$ cat config.mk
export PLATFORM = sky130hd
export DESIGN_NAME = rmc_cmd_parser
export DESIGN_NICKNAME = d
export VERILOG_FILES = /design/src/design/rmc_pkg.sv /design/src/design/rmc_cmd_parser.sv /design/src/design/rmc_cfg_mem.sv
export SDC_FILE = /design/constraint.sdc
export NUM_CORES = 1
export LEC_CHECK = 0
export ABC_CLOCK_PERIOD_IN_PS = 4800
export BUFFER_PORTS_ARGS = -buffer_cell sky130_fd_sc_hd__buf_2
export CAP_MARGIN = 20
export CORE_MARGIN = 2
export CORE_UTILIZATION = 45
export CTS_BUF_LIST = sky130_fd_sc_hd__clkbuf_4 sky130_fd_sc_hd__clkbuf_8
export DETAILED_ROUTE_END_ITERATION = 8
export PLACE_DENSITY = 0.66
export SYNTH_ARGS = -nofsm -noshare
export SYNTH_HDL_FRONTEND = slang
export SYNTH_HIERARCHICAL = 1
export SYNTH_SLANG_ARGS = --single-unit
$ cat constraint.sdc
create_clock -name clk_i -period 4.8 [get_ports clk_i]
set_input_delay 0.72 -clock clk_i [delete_from_list [all_inputs] [get_ports clk_i]]
set_output_delay 0.72 -clock clk_i [all_outputs]
set_load 0.01 [all_outputs]
$ cat src/design/rmc_pkg.sv
package rmc_pkg;
    // Serial link timing
    localparam int unsigned CLK_HZ = 250_000_000;
    localparam int unsigned BAUD_RATE = 19200;
    localparam int unsigned CLKS_PER_BIT = CLK_HZ / BAUD_RATE;
    localparam int unsigned BIT_CNT_W = 16;
    localparam logic [3:0] LAST_BIT = 4'h9;

    // Command bytes, same value whether sent as character or binary
    localparam logic [7:0] CMD_CHANNEL = 8'h43;
    localparam logic [7:0] CMD_POWER = 8'h50;
    localparam logic [7:0] CMD_SIGNAL = 8'h53;
    localparam logic [7:0] CMD_DEST = 8'h54;
    localparam logic [7:0] CMD_TEMP = 8'h55;
    localparam logic [7:0] CMD_SUPPLY = 8'h56;
    localparam logic [7:0] CMD_MEMORY = 8'h4D;
    localparam logic [7:0] CMD_EXIT = 8'h58;
    localparam logic [7:0] CMD_SLEEP = 8'h5A;
    localparam logic [7:0] CMD_TEST0 = 8'h30;
    localparam logic [7:0] CMD_TEST4 = 8'h34;
    localparam logic [7:0] CHAR_AT = 8'h40;
    localparam logic [7:0] CHAR_R = 8'h52;
    localparam logic [7:0] CHAR_C = 8'h43;
    localparam logic [7:0] PROMPT = 8'h3E;
    localparam logic [7:0] MEM_EXIT = 8'hFF;

    // Argument ranges
    localparam logic [7:0] CH_MIN = 8'h01;
    localparam logic [7:0] CH_MAX = 8'h12;
    localparam logic [7:0] PW_MIN = 8'h01;
    localparam logic [7:0] PW_MAX = 8'h05;

    // Address width setting
    localparam logic [7:0] AM_NONE = 8'h00;
    localparam logic [7:0] AM_ONE = 8'h02;
    localparam logic [7:0] AM_FOUR = 8'h08;
    localparam logic [1:0] DEST_LAST_FOUR = 2'h3;

    // Parameter memory
    localparam int unsigned MEM_AW = 5;
    localparam int unsigned MEM_DEPTH = 32;
    localparam logic [4:0] LOC_CHANNEL = 5'h00;
    localparam logic [4:0] LOC_POWER = 5'h01;
    localparam logic [4:0] LOC_RATE = 5'h02;
    localparam logic [4:0] LOC_PKT_LEN_L = 5'h0F;
    localparam logic [4:0] LOC_TIMEOUT = 5'h10;
    localparam logic [4:0] LOC_ADDR_MODE = 5'h14;
    localparam logic [4:0] LOC_LAST = 5'h1F;

    // Values after reset
    localparam logic [7:0] RST_CHANNEL = 8'h0D;
    localparam logic [7:0] RST_POWER = 8'h05;
    localparam logic [31:0] RST_DEST = 32'h0000_0000;

    typedef enum logic [2:0] {
        RT_NORMAL = 3'b000,
        RT_CARRIER = 3'b001,
        RT_PN9 = 3'b010,
        RT_RX = 3'b011,
        RT_OFF = 3'b100
    } rmc_test_e;

    function automatic logic [7:0] factory_value(input logic [4:0] loc);
        case (loc)
            LOC_CHANNEL: factory_value = RST_CHANNEL;
            LOC_POWER: factory_value = RST_POWER;
            LOC_RATE: factory_value = 8'h03;
            LOC_PKT_LEN_L: factory_value = 8'h80;
            LOC_TIMEOUT: factory_value = 8'h7C;
            LOC_ADDR_MODE: factory_value = AM_ONE;
            default: factory_value = 8'h00;
        endcase
    endfunction
endpackage

$ cat src/design/rmc_cmd_parser.sv
`timescale 1ns/1ps
module rmc_cmd_parser #(
    parameter int unsigned CLKS_PER_BIT = rmc_pkg::CLKS_PER_BIT
) (
    input wire logic clk_i,
    input wire logic nrst_i,
    input wire logic config_n_i,
    input wire logic rxd_i,
    output logic txd_o,
    input wire logic [7:0] received_signal_strength_i,
    input wire logic [7:0] temperature_i,
    input wire logic [7:0] supply_level_i,
    output logic normal_mode_o,
    output logic sleep_o,
    output logic [7:0] channel_o,
    output logic [7:0] power_o,
    output logic [31:0] dest_addr_o,
    output logic [2:0] radio_test_o
);
    typedef enum logic [3:0] {
        ST_NORMAL = 4'b0000, ST_CMD = 4'b0001, ST_ARG_CH = 4'b0010, ST_ARG_PW = 4'b0011,
        ST_ARG_DEST = 4'b0100, ST_MEM_ADDR = 4'b0101, ST_MEM_DATA = 4'b0110, ST_AT_R = 4'b0111,
        ST_AT_C = 4'b1000, ST_SLEEP = 4'b1001, ST_LIST = 4'b1010, ST_REPLY = 4'b1011,
        ST_PROMPT = 4'b1100
    } rmc_state_e;

    localparam logic [15:0] BIT_LEN = 16'(CLKS_PER_BIT - 1);
    localparam logic [15:0] HALF_LEN = 16'(CLKS_PER_BIT / 2);

    function automatic logic in_range(input logic [7:0] v, input logic [7:0] lo, input logic [7:0] hi);
        in_range = (v >= lo) && (v <= hi);
    endfunction

    // Receiver, 8N1, sampled mid-bit
    logic rx_busy_q, rx_busy_d, rx_valid_q, rx_valid_d;
    logic [15:0] rx_cnt_q, rx_cnt_d;
    logic [3:0] rx_bit_q, rx_bit_d;
    logic [7:0] rx_sh_q, rx_sh_d;

    always_comb begin
        rx_busy_d = rx_busy_q;
        rx_cnt_d = rx_cnt_q;
        rx_bit_d = rx_bit_q;
        rx_sh_d = rx_sh_q;
        rx_valid_d = 1'b0;
        if (!rx_busy_q) begin
            if (!rxd_i) begin
                rx_busy_d = 1'b1;
                rx_cnt_d = HALF_LEN;
                rx_bit_d = 4'h0;
            end
        end else if (rx_cnt_q != 16'h0000) begin
            rx_cnt_d = rx_cnt_q - 16'h0001;
        end else begin
            rx_cnt_d = BIT_LEN;
            rx_bit_d = rx_bit_q + 4'h1;
            if (rx_bit_q == 4'h0) begin
                // A glitch shorter than half a bit is not a start bit
                rx_busy_d = !rxd_i;
            end else if (rx_bit_q == rmc_pkg::LAST_BIT) begin
                rx_busy_d = 1'b0;
                rx_valid_d = rxd_i;
            end else begin
                rx_sh_d = {rxd_i, rx_sh_q[7:1]};
            end
        end
    end

    always_ff @(posedge clk_i or negedge nrst_i) begin
        if (!nrst_i) begin
            rx_busy_q <= 1'b0;
            rx_cnt_q <= 16'h0000;
            rx_bit_q <= 4'h0;
            rx_sh_q <= 8'h00;
            rx_valid_q <= 1'b0;
        end else begin
            rx_busy_q <= rx_busy_d;
            rx_cnt_q <= rx_cnt_d;
            rx_bit_q <= rx_bit_d;
            rx_sh_q <= rx_sh_d;
            rx_valid_q <= rx_valid_d;
        end
    end

    // Transmitter; idle line shifts ones
    logic tx_start;
    logic [7:0] tx_byte;
    logic tx_busy_q, tx_busy_d;
    logic [15:0] tx_cnt_q, tx_cnt_d;
    logic [3:0] tx_bit_q, tx_bit_d;
    logic [9:0] tx_sh_q, tx_sh_d;

    always_comb begin
        tx_busy_d = tx_busy_q;
        tx_cnt_d = tx_cnt_q;
        tx_bit_d = tx_bit_q;
        tx_sh_d = tx_sh_q;
        if (tx_start) begin
            tx_busy_d = 1'b1;
            tx_cnt_d = BIT_LEN;
            tx_bit_d = 4'h0;
            tx_sh_d = {1'b1, tx_byte, 1'b0};
        end else if (tx_busy_q) begin
            if (tx_cnt_q != 16'h0000) begin
                tx_cnt_d = tx_cnt_q - 16'h0001;
            end else begin
                tx_cnt_d = BIT_LEN;
                tx_sh_d = {1'b1, tx_sh_q[9:1]};
                tx_bit_d = tx_bit_q + 4'h1;
                tx_busy_d = tx_bit_q != rmc_pkg::LAST_BIT;
            end
        end
    end

    always_ff @(posedge clk_i or negedge nrst_i) begin
        if (!nrst_i) begin
            tx_busy_q <= 1'b0;
            tx_cnt_q <= 16'h0000;
            tx_bit_q <= 4'h0;
            tx_sh_q <= 10'h3FF;
        end else begin
            tx_busy_q <= tx_busy_d;
            tx_cnt_q <= tx_cnt_d;
            tx_bit_q <= tx_bit_d;
            tx_sh_q <= tx_sh_d;
        end
    end

    assign txd_o = tx_sh_q[0];

    // Command interpreter
    rmc_state_e st_q, st_d, ret_q, ret_d;
    logic [7:0] reply_q, reply_d, chan_stage_q, chan_stage_d, pow_stage_q, pow_stage_d;
    logic [7:0] channel_q, channel_d, power_q, power_d;
    logic [31:0] dest_stage_q, dest_stage_d, dest_q, dest_d;
    logic [1:0] dest_idx_q, dest_idx_d;
    logic [4:0] mem_addr_q, mem_addr_d;
    logic mem_addr_ok_q, mem_addr_ok_d;
    logic [2:0] test_q, test_d;
    logic mem_we, mem_restore;
    logic [7:0] mem_rdata, addr_mode;
    logic [7:0] rx_byte;

    assign rx_byte = rx_sh_q;

    always_comb begin
        st_d = st_q;
        ret_d = ret_q;
        reply_d = reply_q;
        chan_stage_d = chan_stage_q;
        pow_stage_d = pow_stage_q;
        channel_d = channel_q;
        power_d = power_q;
        dest_stage_d = dest_stage_q;
        dest_d = dest_q;
        dest_idx_d = dest_idx_q;
        mem_addr_d = mem_addr_q;
        mem_addr_ok_d = mem_addr_ok_q;
        test_d = test_q;
        tx_start = 1'b0;
        tx_byte = rmc_pkg::PROMPT;
        mem_we = 1'b0;
        mem_restore = 1'b0;
        case (st_q)
            ST_NORMAL: begin
                if (!config_n_i) begin
                    st_d = ST_PROMPT;
                    ret_d = ST_CMD;
                end
            end
            ST_PROMPT: begin
                if (!tx_busy_q) begin
                    tx_start = 1'b1;
                    st_d = ret_q;
                end
            end
            ST_REPLY: begin
                if (!tx_busy_q) begin
                    tx_start = 1'b1;
                    tx_byte = reply_q;
                    st_d = ST_PROMPT;
                end
            end
            ST_LIST: begin
                if (!tx_busy_q) begin
                    tx_start = 1'b1;
                    tx_byte = mem_rdata;
                    mem_addr_d = mem_addr_q + 5'h01;
                    st_d = (mem_addr_q == rmc_pkg::LOC_LAST) ? ST_PROMPT : ST_LIST;
                end
            end
            ST_SLEEP: begin
                if (config_n_i) begin
                    st_d = ST_NORMAL;
                end
            end
            default: begin
                if (rx_valid_q) begin
                    st_d = ST_PROMPT;
                    ret_d = ST_CMD;
                    case (st_q)
                        ST_CMD: begin
                            case (rx_byte)
                                rmc_pkg::CMD_CHANNEL: ret_d = ST_ARG_CH;
                                rmc_pkg::CMD_POWER: ret_d = ST_ARG_PW;
                                rmc_pkg::CMD_MEMORY: ret_d = ST_MEM_ADDR;
                                rmc_pkg::CMD_DEST: begin
                                    ret_d = ST_ARG_DEST;
                                    dest_idx_d = (addr_mode == rmc_pkg::AM_FOUR) ? 2'h0 : rmc_pkg::DEST_LAST_FOUR;
                                end
                                rmc_pkg::CMD_SIGNAL: begin
                                    st_d = ST_REPLY;
                                    reply_d = received_signal_strength_i;
                                end
                                rmc_pkg::CMD_TEMP: begin
                                    st_d = ST_REPLY;
                                    reply_d = temperature_i;
                                end
                                rmc_pkg::CMD_SUPPLY: begin
                                    st_d = ST_REPLY;
                                    reply_d = supply_level_i;
                                end
                                rmc_pkg::CMD_EXIT: begin
                                    st_d = ST_NORMAL;
                                    channel_d = chan_stage_q;
                                    power_d = pow_stage_q;
                                    dest_d = dest_stage_q;
                                end
                                rmc_pkg::CMD_SLEEP: st_d = ST_SLEEP;
                                rmc_pkg::CMD_TEST0: begin
                                    st_d = ST_LIST;
                                    mem_addr_d = 5'h00;
                                end
                                rmc_pkg::CHAR_AT: st_d = ST_AT_R;
                                default: begin
                                    if (in_range(rx_byte, rmc_pkg::CMD_TEST0 + 8'h01, rmc_pkg::CMD_TEST4)) begin
                                        test_d = 3'(rx_byte - rmc_pkg::CMD_TEST0);
                                    end
                                end
                            endcase
                        end
                        ST_ARG_CH: begin
                            if (in_range(rx_byte, rmc_pkg::CH_MIN, rmc_pkg::CH_MAX)) begin
                                chan_stage_d = rx_byte;
                            end
                        end
                        ST_ARG_PW: begin
                            if (in_range(rx_byte, rmc_pkg::PW_MIN, rmc_pkg::PW_MAX)) begin
                                pow_stage_d = rx_byte;
                            end
                        end
                        ST_ARG_DEST: begin
                            // byte per prompt, last byte lowest
                            dest_stage_d = (dest_idx_q == rmc_pkg::DEST_LAST_FOUR) && (addr_mode != rmc_pkg::AM_FOUR)
                                ? {dest_stage_q[31:8], rx_byte} : {dest_stage_q[23:0], rx_byte};
                            dest_idx_d = dest_idx_q + 2'h1;
                            if (dest_idx_q != rmc_pkg::DEST_LAST_FOUR) begin
                                ret_d = ST_ARG_DEST;
                            end
                        end
                        ST_MEM_ADDR: begin
                            if (rx_byte != rmc_pkg::MEM_EXIT) begin
                                ret_d = ST_MEM_DATA;
                                mem_addr_d = rx_byte[4:0];
                                mem_addr_ok_d = rx_byte[7:5] == 3'h0;
                            end
                        end
                        ST_MEM_DATA: begin
                            mem_we = mem_addr_ok_q;
                            ret_d = ST_MEM_ADDR;
                        end
                        ST_AT_R: begin
                            if (rx_byte == rmc_pkg::CHAR_R) begin
                                st_d = ST_AT_C;
                            end
                        end
                        ST_AT_C: begin
                            // only while the pin is low
                            mem_restore = (rx_byte == rmc_pkg::CHAR_C) && !config_n_i;
                        end
                        default: ;
                    endcase
                end
            end
        endcase
    end

    always_ff @(posedge clk_i or negedge nrst_i) begin
        if (!nrst_i) begin
            st_q <= ST_NORMAL;
            ret_q <= ST_CMD;
            reply_q <= 8'h00;
            chan_stage_q <= rmc_pkg::RST_CHANNEL;
            pow_stage_q <= rmc_pkg::RST_POWER;
            channel_q <= rmc_pkg::RST_CHANNEL;
            power_q <= rmc_pkg::RST_POWER;
            dest_stage_q <= rmc_pkg::RST_DEST;
            dest_q <= rmc_pkg::RST_DEST;
            dest_idx_q <= 2'h0;
            mem_addr_q <= 5'h00;
            mem_addr_ok_q <= 1'b0;
            test_q <= rmc_pkg::RT_NORMAL;
        end else begin
            st_q <= st_d;
            ret_q <= ret_d;
            reply_q <= reply_d;
            chan_stage_q <= chan_stage_d;
            pow_stage_q <= pow_stage_d;
            channel_q <= channel_d;
            power_q <= power_d;
            dest_stage_q <= dest_stage_d;
            dest_q <= dest_d;
            dest_idx_q <= dest_idx_d;
            mem_addr_q <= mem_addr_d;
            mem_addr_ok_q <= mem_addr_ok_d;
            test_q <= test_d;
        end
    end

    // Read address is the next value, so read data always matches the current address
    // even on the cycle the list state starts
    rmc_cfg_mem u_mem (
        .clk_i(clk_i),
        .nrst_i(nrst_i),
        .we_i(mem_we),
        .waddr_i(mem_addr_q),
        .wdata_i(rx_byte),
        .restore_i(mem_restore),
        .raddr_i(mem_addr_d),
        .rdata_o(mem_rdata),
        .addr_mode_o(addr_mode)
    );

    assign normal_mode_o = st_q == ST_NORMAL;
    assign sleep_o = st_q == ST_SLEEP;
    assign channel_o = channel_q;
    assign power_o = power_q;
    assign dest_addr_o = dest_q;
    assign radio_test_o = test_q;

    entry_prompt_a: assert property (@(posedge clk_i) disable iff (!nrst_i)
        st_q == ST_NORMAL && !config_n_i |=> st_q == ST_PROMPT ##1 tx_busy_q)
        else $error("no prompt after entering command mode");
    prompt_byte_a: assert property (@(posedge clk_i) disable iff (!nrst_i)
        tx_start && st_q == ST_PROMPT |=> tx_sh_q == {1'b1, rmc_pkg::PROMPT, 1'b0})
        else $error("prompt byte wrong");
    exit_silent_a: assert property (@(posedge clk_i) disable iff (!nrst_i)
        rx_valid_q && st_q == ST_CMD && rx_byte == rmc_pkg::CMD_EXIT |=> st_q == ST_NORMAL && !tx_busy_q)
        else $error("exit did not return silently");
    apply_params_a: assert property (@(posedge clk_i) disable iff (!nrst_i)
        $rose(normal_mode_o) |-> channel_o == chan_stage_q && power_o == pow_stage_q && dest_addr_o == dest_stage_q)
        else $error("staged parameters not applied");
    channel_range_a: assert property (@(posedge clk_i) disable iff (!nrst_i)
        rx_valid_q && st_q == ST_ARG_CH && !in_range(rx_byte, rmc_pkg::CH_MIN, rmc_pkg::CH_MAX)
        |=> $stable(chan_stage_q))
        else $error("channel out of range taken");
    power_set_a: assert property (@(posedge clk_i) disable iff (!nrst_i)
        rx_valid_q && st_q == ST_ARG_PW && in_range(rx_byte, rmc_pkg::PW_MIN, rmc_pkg::PW_MAX)
        |=> pow_stage_q == $past(rx_byte))
        else $error("power not staged");
    signal_reply_a: assert property (@(posedge clk_i) disable iff (!nrst_i)
        rx_valid_q && st_q == ST_CMD && rx_byte == rmc_pkg::CMD_SIGNAL
        |=> st_q == ST_REPLY && reply_q == $past(received_signal_strength_i))
        else $error("signal strength reply wrong");
    mem_leave_a: assert property (@(posedge clk_i) disable iff (!nrst_i)
        rx_valid_q && st_q == ST_MEM_ADDR && rx_byte == rmc_pkg::MEM_EXIT |=> st_q == ST_PROMPT && ret_q == ST_CMD)
        else $error("memory menu not left");
    sleep_wake_a: assert property (@(posedge clk_i) disable iff (!nrst_i)
        st_q == ST_SLEEP && config_n_i |=> st_q == ST_NORMAL)
        else $error("sleep did not wake");
    unknown_cmd_a: assert property (@(posedge clk_i) disable iff (!nrst_i)
        rx_valid_q && st_q == ST_CMD && rx_byte == 8'h00 |=> st_q == ST_PROMPT && ret_q == ST_CMD && $stable(test_q))
        else $error("unknown command not ignored");
endmodule

$ cat src/design/rmc_cfg_mem.sv
`timescale 1ns/1ps
module rmc_cfg_mem (
    input wire logic clk_i,
    input wire logic nrst_i,
    input wire logic we_i,
    input wire logic [4:0] waddr_i,
    input wire logic [7:0] wdata_i,
    input wire logic restore_i,
    input wire logic [4:0] raddr_i,
    output logic [7:0] rdata_o,
    output logic [7:0] addr_mode_o
);
    logic [7:0] mem_q [rmc_pkg::MEM_DEPTH];
    logic [7:0] rdata_q;
    logic [7:0] mode_q;

    // Reset stands in for the persistent contents, which a simulation cannot keep
    for (genvar i = 0; i < rmc_pkg::MEM_DEPTH; i++) begin : g_word
        localparam logic [4:0] LOC = 5'(i);
        always_ff @(posedge clk_i or negedge nrst_i) begin
            if (!nrst_i) begin
                mem_q[i] <= rmc_pkg::factory_value(LOC);
            end else if (restore_i) begin
                mem_q[i] <= rmc_pkg::factory_value(LOC);
            end else if (we_i && waddr_i == LOC) begin
                mem_q[i] <= wdata_i;
            end
        end
    end

    always_ff @(posedge clk_i or negedge nrst_i) begin
        if (!nrst_i) begin
            rdata_q <= 8'h00;
            mode_q <= rmc_pkg::AM_ONE;
        end else begin
            rdata_q <= mem_q[raddr_i];
            mode_q <= mem_q[rmc_pkg::LOC_ADDR_MODE];
        end
    end

    assign rdata_o = rdata_q;
    assign addr_mode_o = mode_q;
endmodule

==> flow_summary.toml <==
[detailed_routing]
ant_nets = 0
dr.pass1.iters = 6
wl_um = 62800
first_iter_violations = 1814
route.detailed.drc = 0
vias = 18200
viasPerCell = 6.26
post_drt_wl_per_cell_um = 21.6

[yosys]
yosysUniqueCellTypes = 77
ys_seq_elements = 454
synth_edf_count = 0
yosysWarnings = 6
syn_nets = 2219
netlist_instances = 2179
ys.flop_type = "dfrtp_1"
avgSynthCellArea_um2 = 10.4
async_flop_share = 1.00
ys_seq_area_frac = 0.504
syn_area_mm2 = 0.0226

[timing]
worst_slack_ns = 0.765
finalCriticalPeriod_ns = 4.04
finClkSkew_ns = 0.0376
hold_violations = 0
rsz0062_at_grt = "no"
timing.hold.ws_ns = 0.105
setup_tns_ns = 0
tightest_slew_ns = 1.02
finalMaxSlewViolations = 0
setup_viol = 0
period_share = 0.841
max_freq_mhz = 248
relSlewSlack = 0.316

[worst_setup_path]
path_max_fanout = 12
path_class = "reg2reg"
crit_arrival_ns = 4.57
cp.required_ns = 5.34
end_kind = "flop"
crit_chain = "nor2_1 -> nand2_1 -> inv_1 -> a31oi_1 -> buf_4 -> o211ai_1 -> a221oi_1 -> a21oi_4 -> buf_4 -> mux4_2 -> mux4_2 -> mux2_2"
start_kind = "flop"
cp_slowest_stage_delay_ns = 0.53
cp_slowest_cell = "mux4_2"

[global_route]
antenna_found_initial = 0
overflow = 0
grt_max_degree = 102
grtUsageTotal = 0.241
grt_pass1_wl_um = 102000
grt_pass1_vias = 18400

[clock_tree]
root_buffer = "clkbuf_8"
cts_max_path_buffers = 3
cts_hold_buf = 0
htree_levels = 3
clock_latency_ns = 0.67
cts_repair_resize_count = 0
cts_buffers = 79
post_cts_buffers = 0
cts.reportedPaths.clkPinSlew_ns = 0.06
clock_sinks = 454
cts_tree = "done"

[status]
status = "completed"

[hold_path]
min_path_type = "in2async"

[layout]
diodes = 0
most-common-layout-cells = "414 x dfrtp_1, 285 x o21ai_0, 271 x nand3_1"
final_common_cell = "dfrtp_1"
syn_to_final_growth_pct = 11.8
nets = 2207
drive_gt1_frac = 0.249

[floorplanning]
start_util = 0.453
die_area_mm2 = 0.0521
die_x_um = 228
coreArea_mm2 = 0.0500
rows = 82
num_io_pins = 82
die_y_um = 228

[placed_design]
gp_congestion = 0.874
pre_cts_ws_ns = 0.779
hpwl_um = 36000
numPortBuffers = 81

[job]
maxCapViolCount = 0

[power_and_ir_drop]
irDropWorstVdd_mv = 0.386
p_per_area_mw_per_mm2 = 465
cellLeakagePower_nw = 9.37
[sequential cells by signal, summed over array words and instances (netlist names), 9 cells and up]
signal	cells
dest_addr_o	32
dest_stage_q	32
rx_cnt_q	16
tx_cnt_q	16
tx_sh_q	9
u_mem/mem_q	256
[synthesized netlist by cell type, types with 11 or more instances]
master / number / share of area
mux2_2: 112 / 0.056
inv_1: 27 / 0.0045
buf_1: 18 / 0.0030
a211o_1: 12 / 0.0046
a22oi_1: 12 / 0.0040
and3_1: 17 / 0.0047
buf_4: 11 / 0.0036
nor3_1: 25 / 0.0055
dfrtp_1: 419 / 0.46
a21oi_1: 271 / 0.060
nor2_1: 57 / 0.0094
clkbuf_1: 177 / 0.029
o21ai_0: 285 / 0.063
nor2b_1: 20 / 0.0055
buf_2: 24 / 0.0053
a31oi_1: 28 / 0.0077
dfstp_2: 35 / 0.041
nand3_1: 271 / 0.060
ha_1: 12 / 0.0066
nand2_1: 71 / 0.012
o211ai_1: 16 / 0.0053
mux4_2: 80 / 0.080
[critical path, delay by kind of cell (launching register included)]
kind            cells  cell delay, ns
mux                 3            1.35
compound gates      4            1.04
buf+inv             3            0.64
flops               1            0.46
simple gates        2            0.41
[stage by stage]
| stage | area, um^2 | utilization | power [mW] | instances |
|---|---|---|---|---|
| floorplan | 22600 | - | 6.88 | 2179 |
| global placement | 23600 | 0.472 | 7.96 | 2755 |
| detailed placement | 23600 | 0.472 | 8.05 | 2755 |
| CTS | 25300 | 0.506 | 11.8 | 2898 |
| global route | 25300 | 0.507 | 12.3 | 2901 |
| finish | 25300 | 0.507 | 11.8 | 2901 |
[power by group]
part	internal, mW	switching, mW	total (mW)	leakage, nW
clock network	2.11	1.64	3.75	0.907
registers	4.06	0.317	4.38	4.71
logic	1.33	2.33	3.65	3.75
[metal layers]
metal,GRT usage,wire [um]
met5,0,0
met4,0.0917,1930
met3,0.0455,4750
met2,0.385,29700
met1,0.329,26400
[layout make-up]
type,instances,area (um^2)
multi-input combinational,1462,10300
clock inverter,18,185
fill,4486,24600
timing repair buffer,143,1020
clock buffer,125,1500
tap,672,841
sequential,454,11400
inverter,27,101
[final timing paths]
path	from	end	slack, ns	cells past startpoint
worst max-delay path	st_q[3]	u_mem/rdata_o[0]	0.76	12
worst min-delay path	nrst_i	power_o[3]	0.11	1
worst max register to register	st_q[3]	u_mem/rdata_o[0]	0.76	12
worst min register to register	u_mem/mem_q[89]	u_mem/addr_mode_o[1]	0.41	0
max in group asynchronous	nrst_i	u_mem/mem_q[135]	3.66	2
min in group clk_i	received_signal_strength_i[3]	reply_q[3]	0.34	3
[kinds of logic after synthesis]
kind of cell / share of synthesized area
buffers and inverters: 0.0485
adders and majority gates: 0.00663
DFF: 0.504
AOI/OAI and AO/OA: 0.167
muxes: 0.139
and+or+nand+nor: 0.129
xor gates and xnor gates: 0.00619
Power figures use the tool's default switching activity.
